[config.mk]
export PLATFORM = sky130hd
export DESIGN_NAME = bel_logger
export DESIGN_NICKNAME = d
export VERILOG_FILES = /design/src/design/bel_pkg.sv /design/src/design/bel_logger.sv
export VERILOG_INCLUDE_DIRS = /design/src /design/src/design
export SDC_FILE = /design/constraint.sdc
export NUM_CORES = 1
export LEC_CHECK = 0
export BUFFER_PORTS_ARGS = -buffer_cell sky130_fd_sc_hd__buf_2
export CORE_MARGIN = 4
export CORE_UTILIZATION = 40
export DETAILED_ROUTE_END_ITERATION = 8
export PLACE_DENSITY = 0.81
export SLEW_MARGIN = 30
export SYNTH_ARGS = -nofsm -noshare
export SYNTH_HDL_FRONTEND = slang
export SYNTH_SLANG_ARGS = --single-unit
[constraint.sdc]
create_clock -name ref_clk -period 2.8 [get_ports ref_clk]
set_clock_uncertainty 0.2 [all_clocks]
set_input_delay 0.14 -clock ref_clk [delete_from_list [all_inputs] [get_ports ref_clk]]
set_output_delay 0.14 -clock ref_clk [all_outputs]
set_load 0.02 [all_outputs]
[src/design/bel_params.svh]
// constants for the bus error status logger
`ifndef BEL_PARAMS_SVH
`define BEL_PARAMS_SVH
`define BEL_ADDR_W 8
`define BEL_DATA_W 32
`define BEL_FLAG_W 24
`define BEL_OFS_STATUS 8'h40
`define BEL_OFS_CONFIG 8'h80
`define BEL_NUM_SYN 4
`define BEL_NUM_REQ 10
`define BEL_ADR_HI 39
`define BEL_ADR_LO 3
`define BEL_BANK_W 4
`define BEL_CMD_W 3
// status bit positions
`define BEL_B_DS_HI 23
`define BEL_B_DS_LO 20
`define BEL_B_SECOND_CORR_WRITE_ERR 19
`define BEL_B_CORR_READ_ERR 18
`define BEL_B_CWDE 17
`define BEL_B_UDE 16
`define BEL_B_ATDE 10
`define BEL_B_REQUEST_DROP_ERR 9
`define BEL_B_FATAL_NO_ACK_ERR 8
`define BEL_B_MAP_TRANSLATE_ERR 7
`define BEL_B_ACK_XMIT_CHECK_ERR 6
`define BEL_B_REQ_XMIT_CHECK_ERR 5
`define BEL_B_NAE 4
`define BEL_B_LKTO 3
`define BEL_B_BAE 2
`define BEL_B_APE 1
`define BEL_B_ADDR_XMIT_CHECK_ERR 0
// configuration bit positions
`define BEL_C_FREEZE 31
`define BEL_C_LOCK_TIMEOUT_DISABLE 2
`define BEL_C_CORR_READ_IRQ_DISABLE 1
`define BEL_C_CORR_WRITE_IRQ_DISABLE 0
// reset values and masks
`define BEL_STATUS_RST 24'h000000
`define BEL_LOCK_MASK 24'h0F07FF
`define BEL_FATAL_MASK 24'h000367
`define BEL_IMPL_CPU 24'hFF07F7
`define BEL_IMPL_MEM 24'hFF004E
`define BEL_IMPL_IO 24'hFF07F7
`endif

[src/design/bel_pkg.sv]
// types shared by the bus error status logger
`include "bel_params.svh"
package bel_pkg;
   typedef enum logic [1:0] {NODE_CPU, NODE_MEM, NODE_IO} bel_node_kind_t;
   // per syndrome register ecc classification
   typedef struct packed {
      logic [`BEL_NUM_SYN-1:0] corr_read_ecc_flag;
      logic [`BEL_NUM_SYN-1:0] corr_write_ecc_flag;
      logic [`BEL_NUM_SYN-1:0] uecc;
   } bel_ecc_evt_t;
   // address cycle fields as driven or sensed
   typedef struct packed {
      logic [`BEL_ADR_HI:`BEL_ADR_LO] adr;
      logic adr_par;
      logic [`BEL_BANK_W-1:0] bank;
      logic [`BEL_CMD_W-1:0] cmd;
      logic cmd_par;
   } bel_addr_bus_t;
   // single-cycle protocol events from the node logic
   typedef struct packed {
      logic req_not_dropped;
      logic mem_no_ack;
      logic csr_no_ack;
      logic csr_is_write;
      logic csr_to_mailbox;
      logic map_miss;
      logic bank_busy_hit;
      logic csr_overlap;
      logic lock_timeout;
   } bel_bus_evt_t;
endpackage

[src/design/bel_logger.sv]
// bus error status register with error detection and bus line signalling
//
// Function
// - pointer bit n set when syndrome register n holds current data error status.
// - pointer bits rewritten when a more significant data error arrives.
// - second correctable write flag sets on repeat correctable write error.
// - correctable read flag sets; data error line unless read disable set.
// - correctable write flag sets; data error line unless write disable set.
// - io node posts level 17 interrupt after correctable data error line.
// - uncorrectable flag sets, drives data error line; io posts interrupt.
// - transmitter flag sets on missing acknowledge while this node drove address.
// - arbitration winner not dropping request sets flag and drives fault.
// - missing acknowledge on memory command sets fatal flag and fault.
// - mapping miss sets flag, command forced to no-op, io interrupt.
// - acknowledge transmit check sets flag, fault; io commander sets no-ack.
// - request line transmit check sets flag and drives fault.
// - missing acknowledge on register command sets flag; io interrupt.
// - cpu register write miss sets nonexistent write unless to mailbox; read miss fill error.
// - memory lock timeout sets flag, drives bank available, unless disabled.
// - busy bank or overlapping register command sets flag and fault.
// - even address parity sets parity flag, fault and transmitter flag.
// - address transmit check sets flag, fault and transmitter flag.
// - freeze enabled: first non-pointer flag freezes register until cleared.
// - correctable read disable stops data error line on read errors.
`timescale 1ns/100ps
`include "bel_params.svh"
module bel_logger #(
   parameter bel_pkg::bel_node_kind_t NODE_KIND = bel_pkg::NODE_CPU
) (
   input wire logic ref_clk,
   input wire logic rst,
   input wire logic [`BEL_ADDR_W-1:0] reg_addr,
   input wire logic [`BEL_DATA_W-1:0] reg_wdata,
   input wire logic reg_wr,
   input wire logic reg_rd,
   output logic [`BEL_DATA_W-1:0] reg_rdata,
   input wire logic io_irq_enable,
   input wire bel_pkg::bel_ecc_evt_t ecc_evt,
   input wire bel_pkg::bel_bus_evt_t bus_evt,
   input wire logic addr_check_en,
   input wire logic addr_drive_en,
   input wire bel_pkg::bel_addr_bus_t addr_driven,
   input wire bel_pkg::bel_addr_bus_t addr_sensed,
   input wire logic [`BEL_NUM_REQ-1:0] arb_request_drive,
   input wire logic [`BEL_NUM_REQ-1:0] arb_request_sensed,
   input wire logic ack_drive,
   input wire logic ack_sensed,
   input wire logic node_was_addr_xmitter,
   input wire logic io_commander,
   output logic system_fault_line,
   output logic data_error_line,
   output logic bank_available_assert,
   output logic irq17_post,
   output logic cmd_noop,
   output logic csr_nxm_wr,
   output logic fill_error
);

   // even parity over a group means an error (zero padding is harmless)
   function automatic logic bel_even_par(input logic [63:0] v);
      bel_even_par = ~(^v);
   endfunction

   // flags that a node kind implements
   function automatic logic [`BEL_FLAG_W-1:0] bel_impl(input bel_pkg::bel_node_kind_t k);
      if (k == bel_pkg::NODE_MEM)
         bel_impl = `BEL_IMPL_MEM;
      else if (k == bel_pkg::NODE_IO)
         bel_impl = `BEL_IMPL_IO;
      else
         bel_impl = `BEL_IMPL_CPU;
   endfunction

   localparam logic [`BEL_FLAG_W-1:0] IMPL = bel_impl(NODE_KIND);
   localparam logic IS_IO = (NODE_KIND == bel_pkg::NODE_IO);
   localparam logic IS_CPU = (NODE_KIND == bel_pkg::NODE_CPU);
   localparam logic IS_MEM = (NODE_KIND == bel_pkg::NODE_MEM);

   logic [`BEL_FLAG_W-1:0] status;
   logic [`BEL_FLAG_W-1:0] next_status;
   logic cfg_freeze;
   logic cfg_lock_timeout_disable;
   logic cfg_corr_read_irq_disable;
   logic cfg_corr_write_irq_disable;
   logic corr_irq_pend;

   // register decode
   wire sel_status = (reg_addr == `BEL_OFS_STATUS);
   wire sel_config = (reg_addr == `BEL_OFS_CONFIG);
   wire wr_status = reg_wr && sel_status;
   wire wr_config = reg_wr && sel_config;

   // address parity groups; io nodes leave the low address pair out
   wire [1:0] adr_lo_pair = IS_IO ? 2'h0 : addr_sensed.adr[4:3];
   wire par_grp_a = bel_even_par({37'h0, addr_sensed.adr[30:5], addr_sensed.adr_par});
   wire par_grp_b = bel_even_par({45'h0, addr_sensed.adr[39:31], adr_lo_pair,
                                  addr_sensed.bank, addr_sensed.cmd, addr_sensed.cmd_par});
   wire ape_evt = addr_check_en && (par_grp_a || par_grp_b);

   // transmit checks compare what this node drove against what the bus shows
   wire [`BEL_ADR_HI:`BEL_ADR_LO] adr_cmp_mask = IS_IO ? 37'h1FFFFFFFFC : 37'h1FFFFFFFFF;
   wire adr_diff = |((addr_driven.adr ^ addr_sensed.adr) & adr_cmp_mask);
   wire ctl_diff = (addr_driven.adr_par != addr_sensed.adr_par) ||
                   (addr_driven.bank != addr_sensed.bank) ||
                   (addr_driven.cmd != addr_sensed.cmd) ||
                   (addr_driven.cmd_par != addr_sensed.cmd_par);
   wire addr_xmit_check_err_evt = addr_drive_en && (adr_diff || ctl_diff);
   // request transmit check over all ten request lines
   wire req_xmit_check_err_evt = |(arb_request_drive & ~arb_request_sensed);
   wire ack_xmit_check_err_evt = ack_drive && !ack_sensed;

   // ecc classification
   wire any_corr_read_ecc_flag = |ecc_evt.corr_read_ecc_flag;
   wire any_corr_write_ecc_flag = |ecc_evt.corr_write_ecc_flag;
   wire any_uecc = |ecc_evt.uecc;
   wire any_data_evt = any_corr_read_ecc_flag || any_corr_write_ecc_flag || any_uecc;
   wire [1:0] new_sig = any_uecc ? 2'h2 : (any_data_evt ? 2'h1 : 2'h0);
   wire [1:0] cur_sig = status[`BEL_B_UDE] ? 2'h2 :
                        ((status[`BEL_B_CORR_READ_ERR] || status[`BEL_B_CWDE]) ? 2'h1 : 2'h0);
   wire [`BEL_NUM_SYN-1:0] new_ds = any_uecc ? ecc_evt.uecc : (ecc_evt.corr_read_ecc_flag | ecc_evt.corr_write_ecc_flag);
   // pointer bits mark the registers of the current error
   // rewrite only when undefined or outranked
   wire ds_load = (new_sig != 2'h0) && (new_sig > cur_sig);

   // timeout honoured only when not disabled
   wire lkto_evt = bus_evt.lock_timeout && !cfg_lock_timeout_disable;
   // transmitter involvement; io nodes also count bank violations
   wire bae_evt = bus_evt.bank_busy_hit || bus_evt.csr_overlap;
   wire nae_evt = bus_evt.csr_no_ack || (IS_IO && io_commander && ack_xmit_check_err_evt);
   wire atde_evt = (node_was_addr_xmitter && (bus_evt.mem_no_ack || nae_evt)) ||
                   ape_evt || addr_xmit_check_err_evt || (IS_IO && bae_evt);

   // per-flag set events before the implementation mask
   logic [`BEL_FLAG_W-1:0] raw_set;
   always_comb
   begin
      raw_set = `BEL_STATUS_RST;
      raw_set[`BEL_B_SECOND_CORR_WRITE_ERR] = any_corr_write_ecc_flag && status[`BEL_B_CWDE];
      raw_set[`BEL_B_CORR_READ_ERR] = any_corr_read_ecc_flag;
      raw_set[`BEL_B_CWDE] = any_corr_write_ecc_flag;
      raw_set[`BEL_B_UDE] = any_uecc;
      raw_set[`BEL_B_ATDE] = atde_evt;
      raw_set[`BEL_B_REQUEST_DROP_ERR] = bus_evt.req_not_dropped;
      raw_set[`BEL_B_FATAL_NO_ACK_ERR] = bus_evt.mem_no_ack;
      raw_set[`BEL_B_MAP_TRANSLATE_ERR] = bus_evt.map_miss;
      raw_set[`BEL_B_ACK_XMIT_CHECK_ERR] = ack_xmit_check_err_evt;
      raw_set[`BEL_B_REQ_XMIT_CHECK_ERR] = req_xmit_check_err_evt;
      raw_set[`BEL_B_NAE] = nae_evt;
      raw_set[`BEL_B_LKTO] = lkto_evt;
      raw_set[`BEL_B_BAE] = bae_evt;
      raw_set[`BEL_B_APE] = ape_evt;
      raw_set[`BEL_B_ADDR_XMIT_CHECK_ERR] = addr_xmit_check_err_evt;
   end

   wire [`BEL_FLAG_W-1:0] set_vec = raw_set & IMPL;
   // frozen once any locking flag stands while freeze is enabled
   wire frozen = cfg_freeze && |(status & `BEL_LOCK_MASK);
   // write one clears every flag except the pointer bits, zeros leave flags alone
   wire [`BEL_FLAG_W-1:0] clr_vec = wr_status ? (reg_wdata[`BEL_FLAG_W-1:0] & `BEL_LOCK_MASK)
                                              : `BEL_STATUS_RST;

   // next flag value: unless frozen, a set in the clearing cycle wins over the clear
   always_comb
   begin
      next_status = status & ~clr_vec;
      if (!frozen)
      begin
         next_status = next_status | (set_vec & `BEL_LOCK_MASK);
         if (ds_load)
            next_status[`BEL_B_DS_HI:`BEL_B_DS_LO] = new_ds;
      end
   end

   // line drive conditions
   wire fatal_evt = |(set_vec & `BEL_FATAL_MASK);
   wire crd_line = set_vec[`BEL_B_CORR_READ_ERR] && !cfg_corr_read_irq_disable;
   wire cwd_line = set_vec[`BEL_B_CWDE] && !cfg_corr_write_irq_disable;
   wire de_evt = crd_line || cwd_line || set_vec[`BEL_B_UDE];
   // io interrupt for unacknowledged, mapping and uncorrectable errors
   wire irq_now = IS_IO && io_irq_enable &&
                  (set_vec[`BEL_B_UDE] || set_vec[`BEL_B_MAP_TRANSLATE_ERR] || set_vec[`BEL_B_NAE]);

   // flags and configuration on the bus clock, cleared by reset
   always_ff @(posedge ref_clk)
   begin
      if (rst)
      begin
         status <= `BEL_STATUS_RST;
         cfg_freeze <= 1'b0;
         cfg_lock_timeout_disable <= 1'b0;
         cfg_corr_read_irq_disable <= 1'b0;
         cfg_corr_write_irq_disable <= 1'b0;
      end
      else
      begin
         status <= next_status;
         if (wr_config)
         begin
            cfg_freeze <= reg_wdata[`BEL_C_FREEZE];
            cfg_lock_timeout_disable <= IS_MEM && reg_wdata[`BEL_C_LOCK_TIMEOUT_DISABLE];
            cfg_corr_read_irq_disable <= reg_wdata[`BEL_C_CORR_READ_IRQ_DISABLE];
            cfg_corr_write_irq_disable <= reg_wdata[`BEL_C_CORR_WRITE_IRQ_DISABLE];
         end
      end
   end

   // read data one cycle after the strobe; unmapped reads give zero
   wire [`BEL_DATA_W-1:0] status_word = {8'h00, status};
   wire [`BEL_DATA_W-1:0] config_word = {cfg_freeze, 28'h0000000, cfg_lock_timeout_disable, cfg_corr_read_irq_disable, cfg_corr_write_irq_disable};
   wire [`BEL_DATA_W-1:0] rd_mux = sel_status ? status_word :
                                   (sel_config ? config_word : 32'h00000000);
   always_ff @(posedge ref_clk)
   begin
      if (rst)
         reg_rdata <= 32'h00000000;
      else if (reg_rd)
         reg_rdata <= rd_mux;
      else
         reg_rdata <= 32'h00000000;
   end

   // bus line pulses, one cycle after the detecting event
   always_ff @(posedge ref_clk)
   begin
      if (rst)
      begin
         system_fault_line <= 1'b0;
         data_error_line <= 1'b0;
         bank_available_assert <= 1'b0;
         cmd_noop <= 1'b0;
         csr_nxm_wr <= 1'b0;
         fill_error <= 1'b0;
         corr_irq_pend <= 1'b0;
      end
      else
      begin
         // fatal errors drive the fault line
         system_fault_line <= fatal_evt;
         // data error line for enabled correctable and all hard data errors
         data_error_line <= de_evt;
         // bank available driven with the timeout flag
         bank_available_assert <= set_vec[`BEL_B_LKTO];
         cmd_noop <= set_vec[`BEL_B_MAP_TRANSLATE_ERR];
         csr_nxm_wr <= IS_CPU && bus_evt.csr_no_ack && bus_evt.csr_is_write &&
                       !bus_evt.csr_to_mailbox;
         fill_error <= IS_CPU && bus_evt.csr_no_ack && !bus_evt.csr_is_write;
         // remember a correctable line drive for the next cycle's interrupt
         corr_irq_pend <= IS_IO && io_irq_enable && (crd_line || cwd_line);
      end
   end

   // interrupt: direct causes now, correctable causes after the line
   always_ff @(posedge ref_clk)
   begin
      if (rst)
         irq17_post <= 1'b0;
      else
         irq17_post <= irq_now || corr_irq_pend;
   end

   // checks
   fault_on_fatal_a: assert property (@(posedge ref_clk) disable iff (rst)
      (bus_evt.req_not_dropped && IMPL[`BEL_B_REQUEST_DROP_ERR]) |=> system_fault_line)
      else $error("fault line missed after request not dropped");
   fault_on_noack_a: assert property (@(posedge ref_clk) disable iff (rst)
      (bus_evt.mem_no_ack && IMPL[`BEL_B_FATAL_NO_ACK_ERR]) |=> system_fault_line)
      else $error("fault line missed after memory no-ack");
   crd_gate_a: assert property (@(posedge ref_clk) disable iff (rst)
      (any_corr_read_ecc_flag && !any_corr_write_ecc_flag && !any_uecc && cfg_corr_read_irq_disable) |=> !data_error_line)
      else $error("data error line driven while read disable set");
   crd_line_a: assert property (@(posedge ref_clk) disable iff (rst)
      (any_corr_read_ecc_flag && !cfg_corr_read_irq_disable) |=> data_error_line)
      else $error("data error line missing for correctable read");
   cwd_line_a: assert property (@(posedge ref_clk) disable iff (rst)
      (any_corr_write_ecc_flag && !cfg_corr_write_irq_disable) |=> data_error_line)
      else $error("data error line missing for correctable write");
   ude_line_a: assert property (@(posedge ref_clk) disable iff (rst)
      any_uecc |=> (data_error_line && ($past(frozen) || status[`BEL_B_UDE])))
      else $error("uncorrectable error not logged or signalled");
   second_corr_write_err_set_a: assert property (@(posedge ref_clk) disable iff (rst)
      (any_corr_write_ecc_flag && status[`BEL_B_CWDE] && !frozen && IMPL[`BEL_B_SECOND_CORR_WRITE_ERR])
      |=> status[`BEL_B_SECOND_CORR_WRITE_ERR])
      else $error("second correctable write flag not set");
   freeze_hold_a: assert property (@(posedge ref_clk) disable iff (rst)
      (frozen && !wr_status && !wr_config) |=> $stable(status))
      else $error("status changed while frozen");
   w1c_keep_a: assert property (@(posedge ref_clk) disable iff (rst)
      (wr_status && !reg_wdata[`BEL_B_ACK_XMIT_CHECK_ERR] && status[`BEL_B_ACK_XMIT_CHECK_ERR])
      |=> status[`BEL_B_ACK_XMIT_CHECK_ERR])
      else $error("flag lost on write of zero");
   rsvd_zero_a: assert property (@(posedge ref_clk) disable iff (rst)
      status[15:11] == 5'h00)
      else $error("reserved status bits not zero");
   ape_atde_a: assert property (@(posedge ref_clk) disable iff (rst)
      (ape_evt && !frozen && IMPL[`BEL_B_ATDE])
      |=> (status[`BEL_B_APE] && status[`BEL_B_ATDE] && system_fault_line))
      else $error("parity error did not log both flags");
   lkto_gate_a: assert property (@(posedge ref_clk) disable iff (rst)
      (bus_evt.lock_timeout && cfg_lock_timeout_disable) |=> !bank_available_assert)
      else $error("lock timeout signalled while disabled");
   io_corr_irq_a: assert property (@(posedge ref_clk) disable iff (rst)
      (IS_IO && io_irq_enable && any_corr_read_ecc_flag && !cfg_corr_read_irq_disable)
      |=> data_error_line ##1 irq17_post)
      else $error("interrupt did not follow correctable data error");
   reset_clear_a: assert property (@(posedge ref_clk)
      rst |=> (status == `BEL_STATUS_RST))
      else $error("reset did not clear flags");

endmodule

-- Word level (Yosys, flattened, before mapping)
Cells that the tools add are included.
- flip-flop bits (word level): 64
- bits of input ports: 184
- output and inout port bits: 39
- logic and storage cells: 86
- order comparisons: 1
- equality and inequality tests: 6
- multiplexer cells: 10
- bitwise operators: 11
- reductions and logical operators: 46
- operators by type and width (kind ; count):
    $reduce_xor A64 Y1 ; 2
    $mux W24 ; 2
    $reduce_or A37 Y1 ; 1
    $xor A37 B37 Y37 ; 1
    $and A24 B24 Y24 ; 1
    $not A20 Y24 ; 1
    $or A24 B20 Y24 ; 1
    $mux W20 ; 1
    $reduce_or A16 Y1 ; 1
    $reduce_or A4 Y1 ; 4
    $reduce_or A15 Y1 ; 1
    $logic_and A1 B1 Y1 ; 14
    $logic_or A1 B1 Y1 ; 14
    $and A10 B10 Y10 ; 1
    $not A10 Y10 ; 1
    $reduce_or A10 Y1 ; 1
    $eq A8 B7 Y1 const B ; 1
    $eq A8 B8 Y1 const B ; 1
    $mux W4 ; 2
    $mux W2 ; 3
    $logic_not A1 Y1 ; 5
    $ne A4 B4 Y1 ; 1
    $not A1 Y1 ; 4
    $or A4 B4 Y4 ; 1
    other kinds (7) ; 9

-- Logic depth before layout (Yosys ltp)
- word-level depth: 10
- gate-level depth with buffers: 10
- depth with buffers taken out: 10

-- Worst setup path after synthesis
OpenSTA, ideal clock, no wires.
- path type: input -> register
- from: input ecc_evt[1] (netlist name)
- to: register status[20]
- library setup time: 0.086 ns
- arrival: 1.829 ns
- data required time: 2.514 ns
- setup slack: 0.686 ns
- cell stages on the path: 8
- path buffers: 1
- cells stage by stage: or4_1 clkbuf_1 nand2b_1 ha_1 a21oi_1 o211a_2 nor2_1 a211oi_1
- longest elaborated chain between the ends: 8
- elaborated cells between the ends (all ways): 10
- those cells by class: order compare (1); mux (5); reduce/logical (4)
- RTL lines (element ; line ; source):
    start, declared ; bel_logger.sv:38 ; input wire bel_pkg::bel_ecc_evt_t ecc_evt,
    $reduce_or A4 Y1 (*) ; bel_logger.sv:115 ; wire any_uecc = |ecc_evt.uecc;
    $logic_or A1 B1 Y1 ; bel_logger.sv:116 ; wire any_data_evt = any_corr_read_ecc_flag || any_corr_write_ecc_flag || any_uecc;
    $mux W1 ; bel_logger.sv:117 ; wire [1:0] new_sig = any_uecc ? 2'h2 : (any_data_evt ? 2'h1 : 2'h0);
    $mux W2 ; bel_logger.sv:117 ;
    $gt A2 B2 Y1 / $reduce_bool A2 Y1 (equally long branches) ; bel_logger.sv:123 ; wire ds_load = (new_sig != 2'h0) && (new_sig > cur_sig);
    $logic_and A1 B1 Y1 ; bel_logger.sv:123 ;
    $mux W4 (*) ; bel_logger.sv:169 ; if (ds_load)
    $mux W24 (*) ; bel_logger.sv:166 ; if (!frozen)
    end signal, assigned ; bel_logger.sv:188 ; status <= `BEL_STATUS_RST;
    end signal, assigned ; bel_logger.sv:196 ; status <= next_status;
    end, declared ; bel_logger.sv:79 ; logic [`BEL_FLAG_W-1:0] status;
Mark *: on every way between the ends. The rest lies on a longest branch, timed or not.
A chain may end at the register's enable or synchronous reset.

-- Final worst setup path
Ends and elaborated chain as after synthesis.

==> flow_summary_export.csv <==
group,metric,value,unit
placement,io_buffers,189,
power,p_total,1.70,mW
logic_synthesis,synth_cells,329,
clocking,cts.sink_count,47,
sta,fin_crit_sh,93.2,%
critical_path,r2r-end,"status[2]",
sta,slew_headroom,59.9,%
cells_and_area,layout_common_cells,"buf_2, xnor2_1, dfxtp_1",
cells_and_area,final_area,4280,um^2
clocking,cts_root_buf,"clkbuf_8",
power,netSwitchingFraction,29.1,%
floorplanning,die_w,92.2,um
clocking,clock_latency,0.30,ns
floorplanning,dieArea,8510,um^2
clocking,tritoncts,"yes",
critical_path,worstPathRequired,2.81,ns
sta,fin_tns_setup,0,ns
detailed_routing,via_per_inst,4.74,
clocking,post_cts_buffers,0,
sta,setup-violations-final,0,
cells_and_area,syn_to_final_growth,50.7,%
placement,pre_cts_slack,0.463,ns
global_route,overflow,0,
power,vdd_ir_drop_max,0.000204,V
logic_synthesis,synth_edf_count,0,
critical_path,endpoint,"status[20]",
clocking,cts_buffer_depth,2,
logic_synthesis,async_flop_share,0,%
sta,tightest_slew,0.596,ns
detailed_routing,wl_per_cell,14.2,um
detailed_routing,first_pass_iters,4,
power,pwr-share-clk,23.3,%
logic_synthesis,syn_area,2840,um^2
global_route,antenna_found_initial,0,
placement,placed_cell_area,3840,um^2
power,leakage,1.99,nW
critical_path,crit_path_start_kind,"input pin",
run_status,status,"completed",
sta,fin_crit,2.61,ns
floorplanning,initial_utilization,41.6,%
critical_path,cp_max_fo,9,
cells_and_area,stdcell_count,651,
power,p_per_area,397,nW/um^2
placement,place_inst,609,
detailed_routing,ant_nets,0,
global_route,grt_usage,20.8,%
sta,hold_viol_final,0,
critical_path,crit_type,"in2reg",
clocking,clk_pin_slew,0.08,ns
critical_path,crit_start,"ecc_evt[1]",
floorplanning,core,6830,um^2
critical_path,reg2reg_slack,0.50,ns
detailed_routing,drt_iter0_drc,111,
detailed_routing,vias,3087,
logic_synthesis,ys_ff_latch,47,
power,power.net_switching,493,uW
critical_path,rr_startpoint,"status[1]",
sta,fmax,0.383,GHz
critical_path,critPathCaptureType,"register",
cells_and_area,drive_gt1_share,37.1,%
logic_synthesis,synthFlopType,"dfxtp_1",
logic_synthesis,ys_types,42,
detailed_routing,wl,9210,um
cells_and_area,num_antenna_cells,0,
critical_path,worstRegToRegCells,7,
power,p_comb_share,34.3,%
floorplanning,ios,223,
power,internal-power,1.20,mW
logic_synthesis,yosysWarnings,0,
hold_path,hold_class,"in2reg",
cells_and_area,layout_commonest_cell,"buf_2",
floorplanning,die_h,92.2,um
clocking,numCtsBuffers,5,
critical_path,crit_arrival,2.62,ns
sta,setup_ws,0.189,ns
cells_and_area,final_nets,740,
cells_and_area,final_core_util,62.6,%
global_route,grt_pass1_vias,3200,
placement,hpwl,7590,um
logic_synthesis,synth-seq-area-share,33.1,%
floorplanning,num_rows,30,
detailed_routing,drc_errors,0,
logic_synthesis,avgSynthCellArea,8.63,um^2
global_route,grt_max_degree,29,
power,seqPwrFrac,42.4,%
placement,gp_congestion,0.922,
sta,rsz0062_at_grt,"no",
run,max-cap-violations,0,
clocking,htree_levels,2,
global_route,grt_pass1_wl,14300,um
sta,slew_violations,0,
sta,hold_slack,0.0289,ns
==> synth_stat cells, types with 4 or more instances <==
| cell | count | area share (%) |
|---|---|---|
| a211oi_1 | 4 | 1.1 |
| a21oi_1 | 11 | 1.9 |
| a22oi_1 | 8 | 2.1 |
| and2_1 | 16 | 3.5 |
| buf_4 | 14 | 3.7 |
| clkbuf_1 | 6 | 0.79 |
| dfxtp_1 | 47 | 33 |
| inv_1 | 14 | 1.9 |
| nand2_1 | 24 | 3.2 |
| nand4_1 | 12 | 2.6 |
| nor2_1 | 35 | 4.6 |
| nor3_1 | 4 | 0.71 |
| nor4_1 | 9 | 2.0 |
| o22ai_1 | 5 | 1.1 |
| xnor2_1 | 78 | 24 |
| xor2_1 | 5 | 1.5 |
==> worst min-delay path by stage <==
stage | startpoint | to | slack, ns | cells past startpoint
floorplan | bus_evt[4] | csr_nxm_wr | 0.02 | 1
CTS | reg_wr | cfg_corr_read_irq_disable | 0.03 | 4
global placement | reg_wdata[3] | status[3] | 0.11 | 2
detailed placement | bus_evt[4] | csr_nxm_wr | 0.11 | 2
global route | reg_wr | cfg_corr_read_irq_disable | 0.06 | 4
finish | reg_wr | cfg_corr_read_irq_disable | 0.03 | 4
==> flip-flops by register name, indices dropped and copies added (netlist names) <==
name                        cells
reg_rdata                      20
status                         19
cfg_corr_read_irq_disable       1
cfg_corr_write_irq_disable      1
cfg_freeze                      1
cmd_noop                        1
csr_nxm_wr                      1
data_error_line                 1
fill_error                      1
system_fault_line               1
==> layer usage <==
layer / part of all wire (%) / vias up / global-route usage (%)
met5: 0 / - / 0
met4: 2.4 / 0 / 6.81
met3: 6.0 / 22 / 3.86
met2: 53 / 141 / 39.5
met1: 39 / 1391 / 23.0
li1: - / 1533 / -
==> what timing repair did <==
item / 4_1_cts / 5_1_grt
gates resized for setup: 0 / 1
hold buffers: 34 / 0
hold endpoints to repair: 27 / 0
endpoints found under the setup margin: 0 / 4
==> cells by family after synthesis <==
| group | count (synthesis) | share of synthesized area, % |
|---|---|---|
| buffers and inverters | 35 | 6.48 |
| other | 1 | 0.132 |
| and+or+nand+nor | 116 | 20.5 |
| xor gates and xnor gates | 87 | 28.6 |
| AOI/OAI and AO/OA | 40 | 9.87 |
| muxes | 1 | 0.353 |
| DFF | 47 | 33.1 |
| adders and majority gates | 2 | 0.881 |
==> worst max-delay path: stages <==
cell and delay (ns):
dlygate4sd3_1 0.54, buf_2 0.13, or4_4 0.59, nand2b_1 0.17, ha_1 0.17, inv_1 0.05
a21oi_1 0.06, a21oi_1 0.15, o211a_2 0.30, nor2_1 0.07, a211oi_1 0.24
==> power by group through the flow <==
| stage | Clock (mW) | Combinational, mW | Sequential (mW) |
|---|---|---|---|
| after floorplan | 0 | 0.364 | 0.732 |
| after global placement | 0 | 0.533 | 0.735 |
| final | 0.395 | 0.583 | 0.720 |
| after detailed placement | 0 | 0.546 | 0.736 |
| after CTS | 0.405 | 0.582 | 0.720 |
| after global routing | 0.432 | 0.638 | 0.724 |
==> cell type report <==
cell class,count,area [um^2]
inverters,14,52.6
clock inverters,3,20.0
clock buffers,5,68.8
multi-input cells,260,1770
repair buffers,226,1310
flip-flops and latches,47,941
fillers,598,2550
well taps,96,120
Note: power is estimated with default switching activity, not from simulation.
